## src/core/aiu_consts.svh

```systemverilog
// constants for the alarm indication unit
`ifndef AIU_CONSTS_SVH
`define AIU_CONSTS_SVH

`define AIU_CLK_HZ           50000000
`define AIU_FAST_HZ          4
`define AIU_SLOW_HZ          1
// half period counts for the blink generators
`define AIU_FAST_HALF        (`AIU_CLK_HZ / (2 * `AIU_FAST_HZ))
`define AIU_SLOW_HALF        (`AIU_CLK_HZ / (2 * `AIU_SLOW_HZ))

// register offsets
`define AIU_REG_CTRL         4'h0
`define AIU_REG_STATUS       4'h1
`define AIU_REG_CODE         4'h2
`define AIU_REG_LEVEL        4'h3

// control register bits
`define AIU_CTRL_CLEAR       0
`define AIU_CTRL_RELAY_INV   1
`define AIU_CTRL_START       2

// level codes, millivolts on the 0..10 V actual-value output
`define AIU_MV_FULL          14'd10000
`define AIU_MV_101           14'd660
`define AIU_MV_102           14'd1330
`define AIU_MV_103           14'd2000
`define AIU_MV_STEP          14'd2660
`define AIU_MV_LINE          14'd3330
`define AIU_MV_HEAT          14'd4000
`define AIU_MV_INT           14'd4660
`define AIU_MV_SIG           14'd5330
`define AIU_MV_DATA          14'd6000
`define AIU_MV_111           14'd6660
`define AIU_MV_112           14'd7330
`define AIU_MV_113           14'd8000
`define AIU_MV_115           14'd8660

`endif

```

## src/core/aiu_pkg.sv

```systemverilog
// types for the alarm indication unit
package aiu_pkg;
    typedef enum logic [1:0] {
        AIU_LAMP_OFF,
        AIU_LAMP_FAST,
        AIU_LAMP_SLOW,
        AIU_LAMP_STEADY
    } aiu_lamp_e;

    typedef logic [9:0]  aiu_code_t;
    typedef logic [13:0] aiu_mv_t;
endpackage

```

## src/core/aiu_blink.sv

```systemverilog
// square wave generator toggling every half period
`timescale 1ns/1ns
`include "aiu_consts.svh"
module aiu_blink #(
    parameter int HALF = 6250000
) (
    input  wire logic clk,
    input  wire logic rst_n,
    output logic      wave
);
    logic [31:0] cnt_q;
    logic        wave_q;

    always_ff @(posedge clk) begin
        if (!rst_n) begin
            cnt_q <= 32'h0;
            wave_q <= 1'b0;
        end else if (cnt_q == 32'(HALF - 1)) begin
            cnt_q <= 32'h0;
            wave_q <= ~wave_q;
        end else begin
            cnt_q <= cnt_q + 32'h1;
        end
    end

    assign wave = wave_q;
endmodule

```

## src/core/aiu_sync.sv

```systemverilog
// two flip-flop synchroniser for pin inputs
`timescale 1ns/1ns
module aiu_sync #(
    parameter int W = 1
) (
    input  wire logic         clk,
    input  wire logic         rst_n,
    input  wire logic [W-1:0] d,
    output logic      [W-1:0] q
);
    logic [W-1:0] s1_q;
    logic [W-1:0] s2_q;

    always_ff @(posedge clk) begin
        if (!rst_n) begin
            s1_q <= '0;
            s2_q <= '0;
        end else begin
            s1_q <= d;
            s2_q <= s1_q;
        end
    end

    assign q = s2_q;
endmodule

```

## src/core/aiu_top.sv

```systemverilog
// alarm indication unit: lamp, relay, fieldbus flags and level output
//
// Decided for this implementation: the placing of the registers and the address-and-strobe port.
`timescale 1ns/1ns
`include "aiu_consts.svh"
module aiu_top #(
    parameter int FAST_HALF = `AIU_FAST_HALF,
    parameter int SLOW_HALF = `AIU_SLOW_HALF
) (
    input  wire logic                clk,
    input  wire logic                rst_n,
    input  wire logic                err_valid,
    input  wire aiu_pkg::aiu_code_t  err_code,
    input  wire logic [13:0]         temp_mv,
    input  wire logic                start_pin,
    input  wire logic [3:0]          reg_addr,
    input  wire logic [31:0]         reg_wdata,
    input  wire logic                reg_wr,
    input  wire logic                reg_rd,
    output logic      [31:0]         reg_rdata,
    output logic                     lamp,
    output logic                     relay,
    output logic                     alarm_flag,
    output logic                     warning_flag,
    output logic      [15:0]         status_word3,
    output aiu_pkg::aiu_mv_t         level_mv
);

    ////////////////////////////////////////////////////////////////////////
    // code classification

    function automatic logic is_fast(input aiu_pkg::aiu_code_t c);
        return (c >= 10'd104 && c <= 10'd106) || c == 10'd211 ||
               c == 10'd302 || c == 10'd303;
    endfunction

    function automatic logic is_slow(input aiu_pkg::aiu_code_t c);
        return c >= 10'd111 && c <= 10'd114;
    endfunction

    function automatic logic is_fault(input aiu_pkg::aiu_code_t c);
        return (c >= 10'd101 && c <= 10'd103) || c == 10'd107 || c == 10'd108 ||
               (c >= 10'd201 && c <= 10'd203) || c == 10'd304 || c == 10'd307 ||
               c == 10'd308 || (c >= 10'd900 && c <= 10'd999);
    endfunction

    function automatic aiu_pkg::aiu_mv_t code_level(input aiu_pkg::aiu_code_t c);
        aiu_pkg::aiu_mv_t v;
        v = `AIU_MV_INT;
        case (c)
            10'd101: v = `AIU_MV_101;
            10'd102: v = `AIU_MV_102;
            10'd103: v = `AIU_MV_103;
            10'd107, 10'd108, 10'd307, 10'd308,
            10'd309, 10'd310: v = `AIU_MV_STEP;
            10'd201, 10'd202, 10'd203: v = `AIU_MV_LINE;
            10'd304: v = `AIU_MV_HEAT;
            10'd104, 10'd105, 10'd106,
            10'd302, 10'd303: v = `AIU_MV_SIG;
            10'd211: v = `AIU_MV_DATA;
            10'd111: v = `AIU_MV_111;
            10'd112: v = `AIU_MV_112;
            10'd113, 10'd114: v = `AIU_MV_113;
            10'd115, 10'd116: v = `AIU_MV_115;
            default: v = `AIU_MV_INT;
        endcase
        return v;
    endfunction

    ////////////////////////////////////////////////////////////////////////
    // inputs and control register

    logic start_s;
    logic clear_q;
    logic relay_inv_q;
    logic sw_start_q;
    logic fast_wave;
    logic slow_wave;

    // start pin is asynchronous to clk
    aiu_sync #(.W(1)) u_sync (
        .clk   (clk),
        .rst_n (rst_n),
        .d     (start_pin),
        .q     (start_s)
    );

    aiu_blink #(.HALF(FAST_HALF)) u_fast (
        .clk   (clk),
        .rst_n (rst_n),
        .wave  (fast_wave)
    );

    aiu_blink #(.HALF(SLOW_HALF)) u_slow (
        .clk   (clk),
        .rst_n (rst_n),
        .wave  (slow_wave)
    );

    ////////////////////////////////////////////////////////////////////////
    // control register, one field per process

    logic ctrl_wr;
    assign ctrl_wr = reg_wr && reg_addr == `AIU_REG_CTRL;

    always_ff @(posedge clk) begin
        if (!rst_n) begin
            clear_q <= 1'b0;
        end else if (ctrl_wr) begin
            clear_q <= reg_wdata[`AIU_CTRL_CLEAR];
        end
    end

    always_ff @(posedge clk) begin
        if (!rst_n) begin
            relay_inv_q <= 1'b0;
        end else if (ctrl_wr) begin
            relay_inv_q <= reg_wdata[`AIU_CTRL_RELAY_INV];
        end
    end

    always_ff @(posedge clk) begin
        if (!rst_n) begin
            sw_start_q <= 1'b0;
        end else if (ctrl_wr) begin
            sw_start_q <= reg_wdata[`AIU_CTRL_START];
        end
    end

    logic start_any;
    assign start_any = start_s | sw_start_q;

    ////////////////////////////////////////////////////////////////////////
    // error latch

    logic               active_q;
    aiu_pkg::aiu_code_t code_q;
    logic               started_q;
    logic               clear_fall;
    logic               clear_prev_q;

    always_ff @(posedge clk) begin
        if (!rst_n) begin
            clear_prev_q <= 1'b0;
        end else begin
            clear_prev_q <= clear_q;
        end
    end

    // clear acts on release of the bit, not on setting it
    assign clear_fall = clear_prev_q & ~clear_q;

    // power cycle clears via rst_n
    always_ff @(posedge clk) begin
        if (!rst_n) begin
            active_q <= 1'b0;
        end else if (!active_q && err_valid) begin
            active_q <= 1'b1;
        end else if (active_q && clear_fall) begin
            active_q <= 1'b0;
        end
    end

    // later codes ignored while one is held
    always_ff @(posedge clk) begin
        if (!rst_n) begin
            code_q <= 10'h000;
        end else if (!active_q && err_valid) begin
            code_q <= err_code;
        end else if (active_q && clear_fall) begin
            code_q <= 10'h000;
        end
    end

    // warning becomes fault once start is seen
    always_ff @(posedge clk) begin
        if (!rst_n) begin
            started_q <= 1'b0;
        end else if (!active_q) begin
            started_q <= 1'b0;
        end else if (start_any) begin
            started_q <= 1'b1;
        end
    end

    ////////////////////////////////////////////////////////////////////////
    // lamp state

    aiu_pkg::aiu_lamp_e lamp_state;
    logic               is_warn;

    assign is_warn = is_fast(code_q) | is_slow(code_q);

    always_comb begin
        lamp_state = aiu_pkg::AIU_LAMP_OFF;
        if (active_q) begin
            if (started_q) begin
                lamp_state = aiu_pkg::AIU_LAMP_STEADY;
            end else if (is_fast(code_q)) begin
                lamp_state = aiu_pkg::AIU_LAMP_FAST;
            end else if (is_slow(code_q)) begin
                lamp_state = aiu_pkg::AIU_LAMP_SLOW;
            end else if (is_fault(code_q)) begin
                lamp_state = aiu_pkg::AIU_LAMP_STEADY;
            end else begin
                // unlisted codes are treated as faults
                lamp_state = aiu_pkg::AIU_LAMP_STEADY;
            end
        end
    end

    ////////////////////////////////////////////////////////////////////////
    // outputs

    logic             lamp_d;
    logic             relay_d;
    aiu_pkg::aiu_mv_t level_d;

    always_comb begin
        case (lamp_state)
            aiu_pkg::AIU_LAMP_FAST: begin
                lamp_d = fast_wave;
                relay_d = 1'b0;
            end
            aiu_pkg::AIU_LAMP_SLOW: begin
                lamp_d = slow_wave;
                relay_d = 1'b0;
            end
            aiu_pkg::AIU_LAMP_STEADY: begin
                lamp_d = 1'b1;
                relay_d = 1'b1;
            end
            default: begin
                lamp_d = 1'b0;
                relay_d = 1'b0;
            end
        endcase
    end

    // during an unstarted warning, full scale while slow wave high, error level while low
    always_comb begin
        if (!active_q) begin
            level_d = temp_mv;
        end else if (is_warn && !started_q && slow_wave) begin
            level_d = `AIU_MV_FULL;
        end else begin
            level_d = code_level(code_q);
        end
    end

    always_ff @(posedge clk) begin
        if (!rst_n) begin
            lamp <= 1'b0;
        end else begin
            lamp <= lamp_d;
        end
    end

    always_ff @(posedge clk) begin
        if (!rst_n) begin
            relay <= 1'b0;
        end else begin
            relay <= relay_d ^ relay_inv_q;
        end
    end

    always_ff @(posedge clk) begin
        if (!rst_n) begin
            level_mv <= 14'h0000;
        end else begin
            level_mv <= level_d;
        end
    end

    ////////////////////////////////////////////////////////////////////////
    // fieldbus flags and code word

    always_ff @(posedge clk) begin
        if (!rst_n) begin
            alarm_flag <= 1'b0;
        end else begin
            alarm_flag <= active_q;
        end
    end

    always_ff @(posedge clk) begin
        if (!rst_n) begin
            warning_flag <= 1'b0;
        end else begin
            warning_flag <= active_q & is_warn & ~started_q;
        end
    end

    always_ff @(posedge clk) begin
        if (!rst_n) begin
            status_word3 <= 16'h0000;
        end else begin
            status_word3 <= {6'h00, code_q};
        end
    end

    ////////////////////////////////////////////////////////////////////////
    // register read port
    // answer stands one cycle, zero otherwise

    always_ff @(posedge clk) begin
        if (!rst_n) begin
            reg_rdata <= 32'h0;
        end else if (reg_rd) begin
            case (reg_addr)
                `AIU_REG_CTRL:   reg_rdata <= {29'h0, sw_start_q, relay_inv_q, clear_q};
                `AIU_REG_STATUS: reg_rdata <= {26'h0, lamp_state, relay, started_q,
                                               warning_flag, alarm_flag};
                `AIU_REG_CODE:   reg_rdata <= {22'h0, code_q};
                `AIU_REG_LEVEL:  reg_rdata <= {18'h0, level_mv};
                default:         reg_rdata <= 32'h0;
            endcase
        end else begin
            reg_rdata <= 32'h0;
        end
    end

endmodule

```

## config.mk

```make
export PLATFORM = sky130hd
export DESIGN_NAME = aiu_top
export DESIGN_NICKNAME = d
export VERILOG_FILES = /design/src/core/aiu_pkg.sv /design/src/core/aiu_blink.sv /design/src/core/aiu_sync.sv /design/src/core/aiu_top.sv
export VERILOG_INCLUDE_DIRS = /design/src /design/src/core
export SDC_FILE = /design/constraint.sdc
export NUM_CORES = 1
export LEC_CHECK = 0
export BUFFER_PORTS_ARGS = -buffer_cell sky130_fd_sc_hd__buf_2
export CORE_ASPECT_RATIO = 1.5
export CORE_MARGIN = 2
export CORE_UTILIZATION = 45
export CTS_CLUSTER_DIAMETER = 120
export DETAILED_ROUTE_END_ITERATION = 6
export PLACE_DENSITY = 0.72
export SETUP_SLACK_MARGIN = 0.15
export SYNTH_ARGS = -nofsm -noshare
export SYNTH_HDL_FRONTEND = slang
export SYNTH_HIERARCHICAL = 1
export SYNTH_SLANG_ARGS = --single-unit
```

## constraint.sdc

```tcl
create_clock -name clk -period 3.86 [get_ports clk]
set_input_delay 0 -clock clk [delete_from_list [all_inputs] [get_ports clk]]
set_output_delay 0 -clock clk [all_outputs]
set_load 0.005 [all_outputs]
```

==> Yosys cells after proc, flatten, opt, wreduce, memory -nomap -nowiden <==
Index checks and enable logic that the tools add are counted.
{ "op_classes": {"n_eq_ne": 33, "n_mul": 0, "n_reduce_logical": 23, "n_div": 0, "mux": 14, "n_addsub": 2, "magnitude_cmp": 4, "n_bitwise": 11, "n_shift": 0} }
{ "ops": {"columns": ["operator", "count"], "rows": [
  ["case mux 14 bit (12 select lines)", 1],
  ["equality test 10 x 7 -> 1 bit, second input constant", 14],
  ["equality test 10 x 9 -> 1 bit, second input constant", 7],
  ["adder 32 x 1 -> 32 bit, second input constant", 2],
  ["case mux 14 bit (4 select lines)", 1],
  ["equality test 10 x 8 -> 1 bit, second input constant", 4],
  ["equality test 32 x 23 -> 1 bit, second input constant", 1],
  ["equality test 32 x 25 -> 1 bit, second input constant", 1],
  ["two-way mux 14 bit", 2],
  [">= comparator 10 x 7 -> 1 bit, second input constant", 2],
  ["less-or-equal comparator 10 x 7 -> 1 bit, second input constant", 2],
  ["two-way mux 10 bit", 2],
  ["equality test 4 x 2 -> 1 bit, second input constant", 2],
  ["OR reduction 2 bit", 4],
  ["logical AND 1 bit", 7],
  ["two-way mux 2 bit", 3],
  ["OR reduction 6 bit", 1],
  ["NOT 1 bit", 5],
  ["OR reduction 5 bit", 1],
  ["equality test 2 bit, second input constant", 2],
  ["equality test 4 x 1 -> 1 bit, second input constant", 1],
  ["zero test 4 bit", 1],
  ["two-way mux 1 bit", 4],
  ["AND reduction 2 bit", 2],
  ["other kinds (9)", 15]
]} }
{ "totals": {"output_inout_bits": 66, "wordCells": 108, "n_memories": 0, "mem_bits_ro": 0, "ram_bits": 0, "in_bits": 66, "latchBits": 0, "reg_bits": 150} }

==> Depth between registers and ports, before layout <==
{ "depth": {"ltp_word": 11, "mapped_depth": 7, "ltp_nobuf": 6} }

==> Cells and area by module <==
The synthesis kept the hierarchy.
{ "modules_own_cells": {"columns": ["mod", "seq_area_each_um2", "instances", "cells_each", "area_each_um2"], "rows": [
  ["aiu_top", 1161.1, 1, 285, 2688.8],
  ["aiu_blink at u_slow", 660.6, 1, 195, 1620.3],
  ["aiu_blink at u_fast", 660.6, 1, 186, 1586.5],
  ["aiu_sync", 40.0, 1, 4, 52.6]
]} }

==> Worst setup path after synthesis <==
Ideal clock, no wire load.
{ "synth_path": {"path_kind": "register to register", "from": "reg u_slow.cnt_q[0]", "to": "reg u_slow.cnt_q[30]", "path_buffers": 1, "arrival_ps": 1959, "t_required_ps": 3790, "setup_ps": 70, "setup_slack_ps": 1831, "stages_incl_launch_ff": 7, "period_less_slack_ps": 2029, "cell_sequence": "dfxtp_1 ha_1 nand2_1 or4_1 clkbuf_2 or4_1 a21oi_1"} }
{ "synth_via": {"elab_chain_len": 2, "word_cells_on_any_way": 3, "classes_between": "1 x add/sub; 1 x eq/ne; 1 x reduce/logical"} }
{ "synth_lines": {"columns": ["item", "line", "source"], "rows": [
  ["from (decl)", "aiu_blink.sv:11", "logic [31:0] cnt_q;"],
  ["from (signal assigned)", "aiu_blink.sv:22", "cnt_q <= cnt_q + 32'h1;"],
  ["branches (longest 2 deep; another with adder 32 x 1 -> 32 bit)", null, null]
]} }
Parallel ways; which one is timed is not known.
A chain may end at the register's enable or synchronous reset.

==> Worst setup path in the final report <==
{ "layout_path": {"from": "reg u_slow.cnt_q[26]", "to": "reg u_slow.cnt_q[29]"} }
The elaborated chain is that of the path after synthesis.

==> results by group <==
Status
  – Status: complete, no violations

Power
  – Logic pwr share: 5.9%
  – PD cells: 420 mW/mm^2
  – Seq pwr share: 45.4%
  – Clock Power Share: 48.7%
  – Pint: 2.30 mW
  – Peak supply drop: 0.000180 V
  – Leakage: 2.70 nW
  – Psw: 0.718 mW
  – Sw Ratio: 23.8%

Floorplanning
  – Site Rows: 51
  – Core Region: 0.0130 mm^2
  – Io pins: 132
  – Die area: 0.0142 mm^2
  – Die Y: 145 um
  – Chip width: 97.9 um
  – Starting Density: 45.9%

Routing
  – Drt initial violations: 278
  – Via/cell ratio: 5.70
  – Initial DRT Pass Iterations: 4
  – WL/cell: 15.4 um
  – DRC: 0
  – Via count: 5360
  – DRT Wirelength: 14500 um
  – Final antenna-violating net count: 0

GRT
  – Congestion Overflow GR: 0
  – Vias in the first global route: 5117
  – First-pass GRT wire length: 23600 um
  – Tot GR Track Use: 20.3%
  – Largest net degree at the start of global routing: 33
  – Initial antenna violation count: 0

STA
  – Max-slew violations: 0
  – Worst slew pin tran: 0.944 ns
  – Min Tclk post-route: 2.66 ns
  – RSZ-0062 raised after global routing: false
  – Final setup fails: 0
  – Fmax: 376 MHz
  – Slew margin rel.: 37.0%
  – Total negative setup slack: 0 ns
  – Final Hold Vio Count: 0
  – Min Hold Slack: 0.0229 ns
  – Clk_skew: 0.00754 ns
  – Fin crit share: 69.0%

Setup path
  – Type of origin of the critical path: register
  – Crit-path slowest cell: o31ai_4
  – Critical R2R Capture: u_slow/cnt_q[29]
  – Worst path required time: 4.15 ns
  – Crit path buf inv count: 1
  – Delay-heaviest family, CP: simple AND/OR/NAND/NOR gates
  – Reg2reg setup slack: 1.20 ns
  – Crit-path cells: or4b_1 > or4_4 > o31ai_4 > buf_4 > a21oi_1
  – Crit-path max FO: 22
  – Critical Path Max Stage Delay: 0.76 ns
  – Worst reg2reg path depth: 5
  – Worst EP arrival: 2.96 ns
  – Reg2reg start: u_slow/cnt_q[26]
  – Worst setup EP type: register
  – Critical path class: register to register

Yosys
  – Seq/Total Area, Yosys: 42.4%
  – Most common flop cell mapped by yosys: dfxtp_1
  – Syn_area_per_cell: 8.88 um^2
  – Ys async rst share: 0%
  – Flops & latches, synth: 126
  – Synthesized area: 0.00595 mm^2
  – Yosys cell types: 72
  – Cells after Synth: 670
  – Post-synth EDFFs: 0
  – Syn. warnings: 6

Layout
  – Fillers: 1138
  – Number of diodes: 0
  – Syn-to-layout area delta: 21.0%
  – NumNets Final: 837
  – Fraction of layout cells with a size suffix above 1: 17.8%
  – Final core occ: 55.6%

Clocking
  – # clock sinks: 126
  – Worst-case clock buffer depth: 2
  – H-tree depth: 4
  – Setup bufs post-CTS: 0
  – Root Buffer: clkbuf_16
  – Clock latency on the worst-skew pair: 0.42 ns
  – Clk slew on worst S/H paths: 0.06 ns
  – CTS Buf Count: 17
  – CTS tree: built

Hold path
  – Worst hold path class: input port to register
  – Depth of the worst hold-timing path: 4
  – Hold Path Origin: reg_addr[3]
  – Hold Crit Endpoint: reg_rdata[9]

Placed design
  – Port-buffer cells: 78
  – Routability cong.: 0.934
  – HPWL after detailed placement: 9920 um

Flow run
  – Total of max-cap violations: 0
[cells in the final DEF, fill, tap and decap left out, types with 8 or more instances in the layout]
master	Yosys	final
nor2_1	49	49
nor4_1	9	9
nand3_1	26	26
nor3_1	13	13
and4_1	8	8
inv_1	16	16
conb_1	1	24
clkbuf_16	0	17
or4_1	30	30
dfxtp_1	126	126
xnor2_1	15	15
o31ai_1	24	24
a22o_1	15	15
o21ai_0	21	21
a21oi_1	49	49
and2_1	24	24
nor2b_1	8	8
nand4_1	24	24
o21ai_1	9	8
buf_2	12	78
nand2_1	36	36
xor2_1	10	10
and3_1	9	9
dlygate4sd3_1	0	34
or3_1	16	16
[registers in the layout, summed over array words and instances (netlist names), 10 cells and up]
name and flops:
u_fast/cnt_q 32, reg_rdata 14, status_word3 10, level_mv 14, code_q 10, u_slow/cnt_q 32
[synthesized netlist by cell type, drive strengths merged, types with 4 or more instances]
library cell	count	area share, %
and4	8	1.2
and2	25	2.7
nor3	13	1.1
or3	17	1.9
nor2	49	3.1
nor2b	9	0.99
dfxtp	126	42
a21oi	51	4.4
and3	9	0.95
nor4	9	0.95
clkbuf	17	1.2
xor2	10	1.5
mux2i	7	1.2
nand3	28	2.5
o21ai	30	2.5
or2	5	0.53
o31ai	25	3.2
a22o	16	2.4
inv	17	1.1
or4	32	4.2
xnor2	15	2.2
nand4	24	2.5
buf	40	4.6
a31oi	4	0.67
nand2	36	2.3
[cells by family (layout without fill, tap and decap cells)]
family	count (synthesis)	after routing	synth area share, %
xor+xnor	25	25	3.68
compound gates	147	147	16.2
mux	13	13	2.88
simple gates	282	282	27.5
fa+ha+maj	2	2	0.421
other cells	1	24	0.0630
buf+inv	74	163	6.84
flops	126	126	42.4
[stage by stage]
| stage | area, um^2 | power (mW) | instances | setup slack (ns) |
|---|---|---|---|---|
| 2_1_floorplan | 6030 | 1.50 | 693 | 1.83 |
| 3_3_place_gp | 6310 | 1.54 | 875 | 1.21 |
| 3_5_place_dp | 6310 | 1.55 | 875 | 1.20 |
| 4_1_cts | 7200 | 3.04 | 941 | 1.18 |
| 5_1_grt | 7200 | 3.13 | 941 | 1.04 |
| 6_report | 7200 | 3.02 | 941 | 1.20 |
[worst max-delay path by stage]
stage / startpoint / to / cells after the start
after floorplan: u_slow/cnt_q[0] / u_slow/cnt_q[30] / 6
after global placement: u_slow/cnt_q[26] / u_slow/cnt_q[30] / 5
after detailed placement: u_slow/cnt_q[26] / u_slow/cnt_q[17] / 5
after CTS: u_slow/cnt_q[26] / u_slow/cnt_q[15] / 5
after global routing: u_slow/cnt_q[26] / u_slow/cnt_q[16] / 5
final: u_slow/cnt_q[26] / u_slow/cnt_q[29] / 5
[tightest hold or removal path, stage by stage]
cell and delay (ns):
buf_2 0.09, nor2_1 0.06, nand4_1 0.17, nor2_1 0.07
[per-layer routing]
metal | GRT usage [%] | routed length, um
met3 | 4.90 | 746
met4 | 7.82 | 229
met2 | 39.7 | 7860
met5 | 0 | 0
met1 | 20.7 | 5660
[what timing repair did]
item                                   4_1_cts  5_1_grt
gates resized for setup                      0        0
endpoints found under the hold margin       35        0
hold buffers                                34        0
[area by class of cell]
cell class	count	area (um^2)	area share, %
Clock inverter	15	124	1.72
Inverter	17	63.8	0.886
Multi-Input combinational cell	493	3120	43.3
Timing Repair Buffer	114	746	10.4
Clock buffer	17	425	5.91
Sequential cell	126	2520	35.0
Tap cell	159	199	2.76
[power by group through the flow]
stage | registers [mW] | logic (mW) | clock network, mW
after floorplan | 1.38 | 0.124 | 0
after global placement | 1.39 | 0.147 | 0
after detailed placement | 1.40 | 0.150 | 0
after CTS | 1.37 | 0.177 | 1.49
after global routing | 1.37 | 0.195 | 1.56
final | 1.37 | 0.178 | 1.47
Power figures use the tool's default switching activity.
